File: config.mk
export PLATFORM = sky130hd
export DESIGN_NAME = wpbrk_top
export DESIGN_NICKNAME = d
export VERILOG_FILES = /design/src/pkg/wpbrk_pkg.sv /design/src/rtl/wpbrk_top.sv
export VERILOG_INCLUDE_DIRS = /design/src /design/src/pkg
export SDC_FILE = /design/constraint.sdc
export NUM_CORES = 1
export LEC_CHECK = 0
export BUFFER_PORTS_ARGS = -buffer_cell sky130_fd_sc_hd__buf_2
export CAP_MARGIN = 20
export CORE_AREA = 2 2 202 204
export CTS_CLUSTER_DIAMETER = 60
export DETAILED_ROUTE_END_ITERATION = 16
export DIE_AREA = 0 0 204 206
export MAX_ROUTING_LAYER = met4
export PLACE_DENSITY = 0.71
export RECOVER_POWER = 50
export SLEW_MARGIN = 40
export SYNTH_ARGS = -nofsm -noshare
export SYNTH_HDL_FRONTEND = slang
export SYNTH_SLANG_ARGS = --single-unit
File: constraint.sdc
create_clock -name sys_clk -period 2.3 [get_ports sys_clk]
set_input_delay 0.23 -clock sys_clk [delete_from_list [all_inputs] [get_ports sys_clk]]
set_output_delay 0.23 -clock sys_clk [all_outputs]
set_load 0.1 [all_outputs]
File: src/pkg/wpbrk_regs.svh
// Register offsets, field positions and reset values of the comparator block
`ifndef WPBRK_REGS_SVH
`define WPBRK_REGS_SVH
`define WPBRK_ADDR_W 5
`define WPBRK_OFS_AV 5'h00
`define WPBRK_OFS_AM 5'h01
`define WPBRK_OFS_DV 5'h02
`define WPBRK_OFS_DM 5'h03
`define WPBRK_OFS_CV 5'h04
`define WPBRK_OFS_CM 5'h05
`define WPBRK_UNIT_STRIDE 5'h08
`define WPBRK_OFS_DIS 5'h10
`define WPBRK_CTL_WRITE 0
`define WPBRK_CTL_SIZE_LO 1
`define WPBRK_CTL_SIZE_HI 2
`define WPBRK_CTL_FOD 3
`define WPBRK_CTL_PRIV 4
`define WPBRK_CTL_EXT 5
`define WPBRK_CTL_ENABLE 8
`define WPBRK_RST_VAL 32'h0000_0000
`define WPBRK_RST_MASK 32'hFFFF_FFFF
`define WPBRK_RST_CV 9'h000
`define WPBRK_RST_CM 8'hFF
`define WPBRK_ABT_BIT 0
`endif

File: src/pkg/wpbrk_pkg.sv
// Types shared by the comparator block
package wpbrk_pkg;
  typedef enum logic [1:0] {
    WPBRK_SZ_BYTE = 2'h0,
    WPBRK_SZ_HALF = 2'h1,
    WPBRK_SZ_WORD = 2'h2,
    WPBRK_SZ_RSVD = 2'h3
  } wpbrk_size_t;
endpackage : wpbrk_pkg

File: src/rtl/wpbrk_top.sv
// Breakpoint / watchpoint comparator units with debug abort status
`timescale 1ns/1ps
`include "wpbrk_regs.svh"

module wpbrk_unit (
  input wire logic [31:0] addr_val,
  input wire logic [31:0] addr_mask,
  input wire logic [31:0] data_val,
  input wire logic [31:0] data_mask,
  input wire logic [8:0] ctl_val,
  input wire logic [7:0] ctl_mask,
  input wire logic [31:0] bus_addr,
  input wire logic [31:0] bus_data,
  input wire logic [7:0] bus_ctl,
  input wire logic half_fetch,
  output logic hit
);
  wire [31:0] addr_ok;
  wire [31:0] data_ok;
  wire [7:0] ctl_ok;
  wire lo_ok;
  wire hi_ok;
  wire data_match;
  assign addr_ok = ~(addr_val ^ bus_addr) | addr_mask;
  assign data_ok = ~(data_val ^ bus_data) | data_mask;
  assign ctl_ok = ~(ctl_val[7:0] ^ bus_ctl) | ctl_mask;
  assign lo_ok = &data_ok[15:0];
  assign hi_ok = &data_ok[31:16];
  // Halfword fetch: valid half picked by address bit 1
  assign data_match = half_fetch ? (bus_addr[1] ? hi_ok : lo_ok) : (lo_ok & hi_ok);
  assign hit = (&addr_ok) & data_match & (&ctl_ok) & ctl_val[`WPBRK_CTL_ENABLE];
endmodule : wpbrk_unit

module wpbrk_top (
  input wire logic sys_clk,
  input wire logic resetn,
  input wire logic cfg_wr,
  input wire logic [`WPBRK_ADDR_W-1:0] cfg_addr,
  input wire logic [31:0] cfg_wdata,
  output logic [31:0] cfg_rdata,
  input wire logic [31:0] bus_addr,
  input wire logic [31:0] bus_data,
  input wire logic bus_valid,
  input wire logic bus_write,
  input wire wpbrk_pkg::wpbrk_size_t bus_size,
  input wire logic fetch_or_data_select,
  input wire logic privileged_access_select,
  input wire logic [1:0] external_watch_condition,
  input wire logic half_fetch,
  input wire logic debug_abort_taken,
  input wire logic external_abort,
  input wire logic coprocessor_write_instruction,
  input wire logic [31:0] coprocessor_wdata,
  output logic [31:0] coprocessor_rdata,
  output logic [1:0] unit_hit,
  output logic debug_break
);
  import wpbrk_pkg::*;
  logic [31:0] av_ff [2];
  logic [31:0] am_ff [2];
  logic [31:0] dv_ff [2];
  logic [31:0] dm_ff [2];
  logic [8:0] cv_ff [2];
  logic [7:0] cm_ff [2];
  logic dis_ff;
  logic debug_abort_flag_ff;
  logic nxt_debug_abort_flag;
  wire [1:0] raw_hit;
  logic [31:0] unit_rd [2];
  wire [`WPBRK_ADDR_W-1:0] ofs;
  wire sel_u1;
  wire sel_dis;

  assign sel_u1 = cfg_addr[3];
  assign sel_dis = (cfg_addr == `WPBRK_OFS_DIS);
  assign ofs = {2'h0, cfg_addr[2:0]};

  genvar g;
  for (g = 0; g < 2; g++) begin : g_unit
    wire wr_u;
    wire [7:0] bus_ctl;
    assign wr_u = cfg_wr & ~sel_dis & ~cfg_addr[4] & (sel_u1 == 1'(g));
    // Select bit fetch 0 / data 1, direction read 0 / write 1
    assign bus_ctl = {2'h0, external_watch_condition[g], privileged_access_select,
                      fetch_or_data_select, bus_size, bus_write};
    always_ff @(posedge sys_clk or negedge resetn) begin
      if (!resetn) begin
        av_ff[g] <= `WPBRK_RST_VAL;
        am_ff[g] <= `WPBRK_RST_MASK;
        dv_ff[g] <= `WPBRK_RST_VAL;
        dm_ff[g] <= `WPBRK_RST_MASK;
        cv_ff[g] <= `WPBRK_RST_CV;
        cm_ff[g] <= `WPBRK_RST_CM;
      end else if (wr_u) begin
        if (ofs == `WPBRK_OFS_AV) av_ff[g] <= cfg_wdata;
        if (ofs == `WPBRK_OFS_AM) am_ff[g] <= cfg_wdata;
        if (ofs == `WPBRK_OFS_DV) dv_ff[g] <= cfg_wdata;
        if (ofs == `WPBRK_OFS_DM) dm_ff[g] <= cfg_wdata;
        if (ofs == `WPBRK_OFS_CV) cv_ff[g] <= cfg_wdata[8:0];
        if (ofs == `WPBRK_OFS_CM) cm_ff[g] <= cfg_wdata[7:0];
      end
    end
    wpbrk_unit u_cmp (
      .addr_val(av_ff[g]),
      .addr_mask(am_ff[g]),
      .data_val(dv_ff[g]),
      .data_mask(dm_ff[g]),
      .ctl_val(cv_ff[g]),
      .ctl_mask(cm_ff[g]),
      .bus_addr(bus_addr),
      .bus_data(bus_data),
      .bus_ctl(bus_ctl),
      .half_fetch(half_fetch),
      .hit(raw_hit[g])
    );
    assign unit_rd[g] = (ofs == `WPBRK_OFS_AV) ? av_ff[g] :
                        (ofs == `WPBRK_OFS_AM) ? am_ff[g] :
                        (ofs == `WPBRK_OFS_DV) ? dv_ff[g] :
                        (ofs == `WPBRK_OFS_DM) ? dm_ff[g] :
                        (ofs == `WPBRK_OFS_CV) ? {23'h0, cv_ff[g]} :
                        (ofs == `WPBRK_OFS_CM) ? {24'h0, cm_ff[g]} : 32'h0000_0000;
  end

  // Disable gate lets the debugger reprogram without spurious hits
  always_ff @(posedge sys_clk or negedge resetn) begin
    if (!resetn) begin
      dis_ff <= 1'b0;
    end else if (cfg_wr & sel_dis) begin
      dis_ff <= cfg_wdata[0];
    end
  end

  assign unit_hit = (bus_valid & ~dis_ff) ? raw_hit : 2'h0;
  assign debug_break = |unit_hit;

  // External abort blocks the debug-abort set; flag then kept unless a status write loads it
  assign nxt_debug_abort_flag = (debug_abort_taken & ~external_abort) ? 1'b1 :
                                coprocessor_write_instruction ? coprocessor_wdata[`WPBRK_ABT_BIT] :
                                debug_abort_flag_ff;

  always_ff @(posedge sys_clk or negedge resetn) begin
    if (!resetn) begin
      debug_abort_flag_ff <= 1'b0;
    end else begin
      debug_abort_flag_ff <= nxt_debug_abort_flag;
    end
  end

  assign coprocessor_rdata = {31'h0000_0000, debug_abort_flag_ff};
  assign cfg_rdata = sel_dis ? {31'h0000_0000, dis_ff} :
                     cfg_addr[4] ? 32'h0000_0000 : unit_rd[sel_u1];

  a_abort_sets: assert property (@(posedge sys_clk) disable iff (!resetn)
    debug_abort_taken && !external_abort |=> debug_abort_flag_ff)
    else $error("debug abort did not set flag");
  a_set_beats_write: assert property (@(posedge sys_clk) disable iff (!resetn)
    debug_abort_taken && !external_abort && coprocessor_write_instruction |=> debug_abort_flag_ff)
    else $error("status write beat a debug abort");
  a_ext_priority: assert property (@(posedge sys_clk) disable iff (!resetn)
    debug_abort_taken && external_abort && !coprocessor_write_instruction
    |=> debug_abort_flag_ff == $past(debug_abort_flag_ff))
    else $error("external abort changed flag");
  a_flag_sticky: assert property (@(posedge sys_clk) disable iff (!resetn)
    debug_abort_flag_ff && !coprocessor_write_instruction |=> debug_abort_flag_ff)
    else $error("flag dropped without write");
  a_upper_zero: assert property (@(posedge sys_clk) disable iff (!resetn)
    coprocessor_rdata[31:1] == 31'h0000_0000 && coprocessor_rdata[0] == debug_abort_flag_ff)
    else $error("status upper bits nonzero");
  a_sw_write: assert property (@(posedge sys_clk) disable iff (!resetn)
    coprocessor_write_instruction && !debug_abort_taken
    |=> debug_abort_flag_ff == $past(coprocessor_wdata[0]))
    else $error("status write not taken");
  a_disable_blocks: assert property (@(posedge sys_clk) disable iff (!resetn)
    dis_ff |-> unit_hit == 2'h0)
    else $error("hit while disabled");
  a_enable_needed: assert property (@(posedge sys_clk) disable iff (!resetn)
    unit_hit[0] |-> cv_ff[0][`WPBRK_CTL_ENABLE] && raw_hit[0])
    else $error("hit without enable");
  a_full_mask_hit: assert property (@(posedge sys_clk) disable iff (!resetn)
    bus_valid && !dis_ff && am_ff[0] == 32'hFFFF_FFFF && dm_ff[0] == 32'hFFFF_FFFF
    && cm_ff[0] == 8'hFF && cv_ff[0][`WPBRK_CTL_ENABLE] |-> unit_hit[0])
    else $error("fully masked unit missed");
  a_exact_miss: assert property (@(posedge sys_clk) disable iff (!resetn)
    am_ff[1] == 32'h0000_0000 && bus_addr != av_ff[1] |-> !unit_hit[1])
    else $error("unmasked address mismatch hit");
  // Bus-facing checks, seen from the matching side
  a_range_match: assert property (@(posedge sys_clk) disable iff (!resetn)
    unit_hit[1] |-> ((bus_addr ^ av_ff[1]) & ~am_ff[1]) == 32'h0000_0000)
    else $error("hit outside masked address range");
  a_fetch_select: assert property (@(posedge sys_clk) disable iff (!resetn)
    unit_hit[0] && !cm_ff[0][`WPBRK_CTL_FOD] |-> fetch_or_data_select == cv_ff[0][`WPBRK_CTL_FOD])
    else $error("hit on wrong fetch or data kind");
  a_dir_match: assert property (@(posedge sys_clk) disable iff (!resetn)
    unit_hit[0] && !cm_ff[0][`WPBRK_CTL_WRITE] |-> bus_write == cv_ff[0][`WPBRK_CTL_WRITE])
    else $error("hit on wrong direction");
  a_half_valid: assert property (@(posedge sys_clk) disable iff (!resetn)
    unit_hit[1] && half_fetch && dm_ff[1] == 32'h0000_0000
    |-> (bus_addr[1] ? bus_data[31:16] == dv_ff[1][31:16] : bus_data[15:0] == dv_ff[1][15:0]))
    else $error("halfword compare used wrong half");
endmodule : wpbrk_top

== After elaboration in Yosys (flattened, before gate mapping) ==
Index checks and enable logic that the tools add are counted.

* Add/sub/neg operators: 0
* $mul: 0
* Divide/modulo/power cells: 0
* Order comparisons: 1
* Equal/unequal tests: 6
* Shifts and indexed selects: 0
* Muxes and demuxes: 24
* Bitwise operators: 39
* Reduce and logical (&&, ||, !) cells: 23

{| class="wikitable"
|+ Operators by type and width
! operator !! number
|-
| 32-bit 2-to-1 mux || 13
|-
| 32-bit inverter || 4
|-
| 32-bit bitwise OR || 4
|-
| 32-bit bitwise XOR || 4
|-
| 16-bit AND reduction || 4
|-
| 32-bit AND reduction || 2
|-
| 2-bit AND reduction || 12
|-
| 9-bit 2-to-1 mux || 2
|-
| 8-bit 2-to-1 mux || 2
|-
| 8-bit inverter || 2
|-
| 8-bit bitwise OR || 2
|-
| 8-bit AND reduction || 2
|-
| 8-bit by 6-bit bitwise XOR with 8-bit output || 2
|-
| 1-bit bitwise AND || 15
|-
| 3-bit by 2-bit == test with 1-bit output, second input constant || 2
|-
| 3-bit == test, second input constant || 2
|-
| 1-bit 2-to-1 mux || 6
|-
| 5-bit == test, second input constant || 1
|-
| 5-bit logical NOT || 1
|-
| 1-bit inverter || 5
|-
| 3-bit by 1-bit == test with 1-bit output, second input constant || 1
|-
| 2-bit greater-or-equal comparator, second input constant || 1
|-
| 2-bit 2-to-1 mux || 1
|-
| 1-bit inverter with 2-bit output || 1
|-
| 2 further kinds || 2
|}

* Register bits: 292
* Bits in latches: 0
* Memory bits (writable): 0
* Memory bits (read-only): 0
* Input port bits: 148
* Output and inout bits: 67
* Word-level logic and storage cells: 107
* Memories kept: 0

== Longest topological paths before layout ==
* Depth after elaboration: 12
* Depth in mapped cells: 9
* Mapped depth without buffers: 6

== By module ==
Synthesis repeated with hierarchy kept, for this count alone.

* Cells, all modules: 1274
* Area, all modules: 15852.7 um^2

{| class="wikitable"
|+ By module, submodules not included
! module !! instances !! cells an instance !! area an instance (um^2) !! sequential area each (um^2)
|-
| wpbrk_top || 1 || 1012 || 13895.8 || 7487.2
|-
| wpbrk_unit || 2 || 131 || 978.4 || 0.0
|}

== Worst setup path after synthesis ==
Ideal clock, no wire load.

* Path type: input-to-output
* Start point: in cfg_addr[2]
* End point: out cfg_rdata[1]
* Data arrival time: 3.432 ns
* Required time: 2.070 ns
* Slack: -1.362 ns
* Stages on the path: 6
* Path buffers: 3
* Cell sequence: buf_2 > buf_2 > nor3_4 > buf_2 > a221oi_1 > a211oi_1

* Cells in the longest elaborated chain, start to end: 12
* Elaborated cells between the ends (all ways): 24
* Those cells by class: 6 x eq/ne; 17 x mux; 1 x reduce/logical

{| class="wikitable"
|+ Ends and longest elaborated chain
! what !! RTL line !! RTL
|-
| start: declaration || wpbrk_top.sv:38 || <nowiki>input wire logic [`WPBRK_ADDR_W-1:0] cfg_addr,</nowiki>
|-
| 3-bit == test (no source line) || n/a ||
|-
| 8-bit 2-to-1 mux || wpbrk_top.sv:121 || <nowiki>(ofs == `WPBRK_OFS_CM) ? {24'h0, cm_ff[g]} : 32'h0000_0000;</nowiki>
|-
| 9-bit 2-to-1 mux || wpbrk_top.sv:120 || <nowiki>(ofs == `WPBRK_OFS_CV) ? {23'h0, cv_ff[g]} :</nowiki>
|-
| 32-bit 2-to-1 mux || wpbrk_top.sv:119 || <nowiki>(ofs == `WPBRK_OFS_DM) ? dm_ff[g] :</nowiki>
|-
| 32-bit 2-to-1 mux || wpbrk_top.sv:118 || <nowiki>(ofs == `WPBRK_OFS_DV) ? dv_ff[g] :</nowiki>
|-
| 32-bit 2-to-1 mux || wpbrk_top.sv:117 || <nowiki>(ofs == `WPBRK_OFS_AM) ? am_ff[g] :</nowiki>
|-
| 32-bit 2-to-1 mux || wpbrk_top.sv:116 || <nowiki>assign unit_rd[g] = (ofs == `WPBRK_OFS_AV) ? av_ff[g] :</nowiki>
|-
| 32-bit 2-to-1 mux (implied by the code) (3 in a row) || wpbrk_top.sv:151 || <nowiki>cfg_addr[4] ? 32'h0000_0000 : unit_rd[sel_u1];</nowiki>
|-
| 32-bit 2-to-1 mux || wpbrk_top.sv:151 ||
|-
| 32-bit 2-to-1 mux (*) || wpbrk_top.sv:150 || <nowiki>assign cfg_rdata = sel_dis ? {31'h0000_0000, dis_ff} :</nowiki>
|-
| end: declaration || wpbrk_top.sv:40 || <nowiki>output logic [31:0] cfg_rdata,</nowiki>
|}

Mark *: on every way between the ends. The rest lies on a longest branch, timed or not. The select of a mux whose other input is x is not followed.

== Worst setup path in the final report ==
* Start point: reg dv_ff[28] (netlist name)
* End point: out debug_break

* Cells in the longest elaborated chain, start to end: 11
* Elaborated cells between the ends (all ways): 12
* Those cells by class: 3 x mux; 7 x bitwise; 2 x reduce/logical

{| class="wikitable"
|+ Ends and longest elaborated chain
! what !! RTL line !! RTL
|-
| start: declaration || wpbrk_top.sv:61 || <nowiki>logic [31:0] dv_ff [2];</nowiki>
|-
| start signal: indexed assignment || wpbrk_top.sv:90 || <nowiki>dv_ff[g] <= `WPBRK_RST_VAL;</nowiki>
|-
| start signal: indexed assignment || wpbrk_top.sv:97 || <nowiki>if (ofs == `WPBRK_OFS_DV) dv_ff[g] <= cfg_wdata;</nowiki>
|-
| 32-bit bitwise XOR (*) || wpbrk_top.sv:25 || <nowiki>assign data_ok = ~(data_val ^ bus_data) | data_mask;</nowiki>
|-
| 32-bit inverter (*) || wpbrk_top.sv:25 ||
|-
| 32-bit bitwise OR (*) || wpbrk_top.sv:25 ||
|-
| 16-bit AND reduction (*) || wpbrk_top.sv:28 || <nowiki>assign hi_ok = &data_ok[31:16];</nowiki>
|-
| 1-bit bitwise AND or 1-bit 2-to-1 mux (tied branches) || wpbrk_top.sv:30 || <nowiki>assign data_match = half_fetch ? (bus_addr[1] ? hi_ok : lo_ok) : (lo_ok & hi_ok);</nowiki>
|-
| 1-bit 2-to-1 mux (*) || wpbrk_top.sv:30 ||
|-
| 1-bit bitwise AND (*) (3 in a row) || wpbrk_top.sv:31 || <nowiki>assign hit = (&addr_ok) & data_match & (&ctl_ok) & ctl_val[`WPBRK_CTL_ENABLE];</nowiki>
|-
| 2-bit 2-to-1 mux (*) || wpbrk_top.sv:133 || <nowiki>assign unit_hit = (bus_valid & ~dis_ff) ? raw_hit : 2'h0;</nowiki>
|-
| 2-bit OR reduction (*) || wpbrk_top.sv:134 || <nowiki>assign debug_break = |unit_hit;</nowiki>
|-
| end: declaration || wpbrk_top.sv:56 || <nowiki>output logic debug_break</nowiki>
|}

Mark *: on every way between the ends. The rest lies on a longest branch, timed or not.

==> impl_metrics.json <==
{
  "outcome": "complete, but fails checks",
  "violations": "max-capacitance violations, max-slew violations, negative setup slack",
  "rsz0062_at_grt": "true",
  "r2r_end": "debug_abort_flag_ff",
  "slew-limit-headroom_pct": -58.9,
  "skew_ns": 0,
  "syn-instance-count": 1234,
  "slowest_delay_ns": 0.43,
  "p_total_w": 0.0177,
  "clk_pin_slew_ns": 0.06,
  "hold_class": "primary input to register",
  "synthMuxAreaShare_pct": 28.6,
  "finalCriticalPeriod_ns": 2.92,
  "final_core_util_pct": 50.1,
  "clk_path_buf_depth": 3,
  "grt_overflow": 0,
  "r2r_start": "debug_abort_flag_ff",
  "cp_max_fo": 2,
  "syn_area_um2": 15800,
  "wl_per_cell_um": 24.5,
  "grt_first_pass_wirelength_um": 74600,
  "critPathSlowestCell": "dfrtp_1",
  "r2r_cells": 3,
  "ios": 215,
  "synth_xor_area_share_pct": 7.76,
  "endpoint_kind": "output pin",
  "final-max-slew-violation-count": 78,
  "syn2layout_area_growth_pct": 27.2,
  "vias": 11400,
  "worst_slack_ns": -0.621,
  "drc_errors": 0,
  "cts_tree": "yes",
  "worst_pin_slew_ns": 2.38,
  "leakage_nw": 8.41,
  "drtAntennaViolNets": 0,
  "path_class": "register to output pin",
  "yosys_warnings": 0,
  "yosys.cell_types.count": 55,
  "timing.fmax_mhz": 342,
  "fin_nets": 1640,
  "gp_congestion": 0.914,
  "timing.final.crit_share_pct": 127,
  "synth-simple-area-share_pct": 3.78,
  "clkSinkCount": 292,
  "drt-total-wl_um": 50200,
  "rows": 74,
  "synth_area_leader_cell": "dfstp_2",
  "required_ns": 2.07,
  "synth_fa_ha_area_share_pct": 0,
  "die-area_um2": 42000,
  "avgViaCountPerCell": 5.59,
  "hpwlAfterDp_um": 36500,
  "coreArea_um2": 40200,
  "avgSynthCellArea_um2": 12.8,
  "cp_cell_sequence": "xnor2_2 > o22ai_1 > nor4_2 > nand2_1 > buf_6 > a2111oi_4 > a32o_2 > buf_12",
  "fin_hold_ws_ns": 0.00749,
  "powerDensity_nw_per_um2": 880,
  "crit_path_start_kind": "register",
  "min_to": "dm_ff[41]",
  "grt_max_degree": 83,
  "dp_slack_ns": -0.270,
  "setup_viol": 38,
  "synthArstFlopShare_pct": 100,
  "yosys.area.top_type_share_pct": 23.9,
  "globalRouteTotalUtil_pct": 24.4,
  "cts_inserted_buffers": 31,
  "drv_cap": 1,
  "drive_gt1_share_pct": 56.7,
  "cts_max_level": 1,
  "holdCritStartpoint": "cfg_wdata[9]",
  "rrSetupSlack_ns": 1.07,
  "hold_viol": 0,
  "die_h_um": 206,
  "firstDrtPassIters": 5,
  "die_w_um": 204,
  "ys.flop_type": "dfrtp_1",
  "insertion_delay_ns": 0.57,
  "yosys_register_bits": 292,
  "clock-root-buffer": "clkbuf_16",
  "ir_drop_uv": 620,
  "synth_top_family_by_area": "multiplexers",
  "io_buffers": 152,
  "synth_area_leaders": "dfstp_2 (24%), dfrtp_1 (23%), mux2_2 (20%)",
  "synth_compound_area_share_pct": 8.11,
  "worstPathArrival_ns": 2.69,
  "drt_iter0_markers": 776,
  "grt_pass1_vias": 11900,
  "seq_area_frac_synth_pct": 47.4,
  "initial_core_util_pct": 39.3,
  "antenna_found_initial": 1,
  "synth_enable_flop_cells": 0,
  "min_path_cells": 2
}
-- flip-flops by register name, summed over array words and instances (netlist names) --
signal	count
dis_ff	1
dv_ff	64
cm_ff	16
av_ff	64
cv_ff	18
dm_ff	64
debug_abort_flag_ff	1
am_ff	64
-- logic make-up after synthesis --
group                  count (synthesis)
AO/OA/AOI/OAI                        188
flip-flops                           292
buffers and inverters                115
AND/OR/NAND/NOR                      103
other                                  1
multiplexers                         395
XOR/XNOR                             140
-- cell usage after synthesis (2+ instances only) --
master	number
buf_4	45
mux2i_1	88
nor2_2	2
a221o_1	15
nor2_4	2
buf_1	2
mux2_2	279
a211oi_1	8
nor3_4	2
o22ai_1	100
or3_1	3
and2_1	2
a21oi_1	3
nor4_1	10
nand2b_1	5
a2111oi_2	2
nand4_1	2
buf_2	29
nor3_1	8
dfrtp_1	148
nor3b_4	2
buf_6	7
dfstp_2	144
xnor2_1	140
inv_1	5
nand2_1	11
clkbuf_1	24
a22o_1	7
o21ai_0	22
mux2_1	12
nand3_1	3
a221oi_1	9
mux4_2	16
a31oi_1	15
and3_1	2
nor2_1	41
-- how the worst max path moves through the flow --
stage,start,endpoint,slack (ns),depth (start not counted)
after floorplan,cfg_addr[2],cfg_rdata[10],-0.25,5
after global placement,dv_ff[20],unit_hit[1],-0.20,8
after detailed placement,dv_ff[20],unit_hit[1],-0.27,8
after CTS,av_ff[17],debug_break,-0.55,7
after global routing,dv_ff[28],debug_break,-0.70,8
final,dv_ff[28],debug_break,-0.62,8
-- metal layers --
metal	global-route usage, %	up-vias	share of wire [%]
met5	-	-	0
met1	32.5	5877	43
met3	4.48	78	7.3
met2	38.0	458	46
met4	7.25	0	3.1
li1	-	5035	-
-- area by class of cell --
class	instances	area, µm²
fillers	3489	20100
multi-input cells	857	8160
flip-flops and latches	292	7490
repair buffers	303	2660
clock buffers	43	881
well taps	532	666
clock inverters	14	228
inverters	7	28.8
diodes	1	2.50
-- layout by cell type (no fill, tap or decap), drive strengths merged, types with 3 or more instances in the layout --
cell / netlist / layout
a211oi: 8 / 8
a21oi: 3 / 3
a221o: 15 / 15
a221oi: 9 / 9
a22o: 7 / 7
a31oi: 15 / 15
buf: 83 / 290
bufinv: 0 / 6
clkbuf: 25 / 48
clkinv: 0 / 7
conb: 1 / 31
dfrtp: 148 / 148
dfstp: 144 / 144
dlygate4sd3: 0 / 8
inv: 7 / 8
mux2: 291 / 291
mux2i: 88 / 88
mux4: 16 / 16
nand2: 12 / 12
nand2b: 5 / 5
nand3: 3 / 3
nor2: 46 / 46
nor3: 11 / 11
nor3b: 3 / 3
nor4: 10 / 10
o21ai: 22 / 22
o22ai: 100 / 100
or3: 3 / 3
xnor2: 140 / 140
-- worst max-delay path: cells and delay by family, from the launching register on --
| kind | cells | cell delay, ns |
|---|---|---|
| AO/OA/AOI/OAI | 3 | 0.73 |
| buffers and inverters | 2 | 0.34 |
| XOR/XNOR | 1 | 0.18 |
| flip-flops | 1 | 0.43 |
| AND/OR/NAND/NOR | 2 | 0.45 |
-- through the flow --
| stage | cells | cell area, µm² | TNS, ns |
|---|---|---|---|
| floorplan | 1264 | 16100 | -2.18 |
| global placement | 1979 | 18700 | -0.544 |
| detailed placement | 1979 | 18700 | -0.675 |
| CTS | 2046 | 20000 | -1.61 |
| global route | 2049 | 20100 | -45.08 |
| finish | 2049 | 20100 | -6.69 |
-- repair_timing --
| item | 4_1_cts | 5_1_grt |
|---|---|---|
| endpoints found under the setup margin | 9 | 15 |
| resized for setup | 31 | 22 |
| pin swaps | 17 | 13 |
| hold endpoints to repair | 52 | 0 |
| hold buffers | 8 | 0 |
| buffers inserted | 2 | 2 |
-- power by group --
group | switching, W | total (W) | leakage, nW | internal, W
Combinational | 0.00241 | 0.00474 | 4.46 | 0.00233
Clock | 0.00216 | 0.00550 | 0.549 | 0.00334
Sequential | 0.000941 | 0.00746 | 3.39 | 0.00652
Total | 0.00551 | 0.0177 | 8.41 | 0.0122
Note: power is estimated with default switching activity, not from simulation.
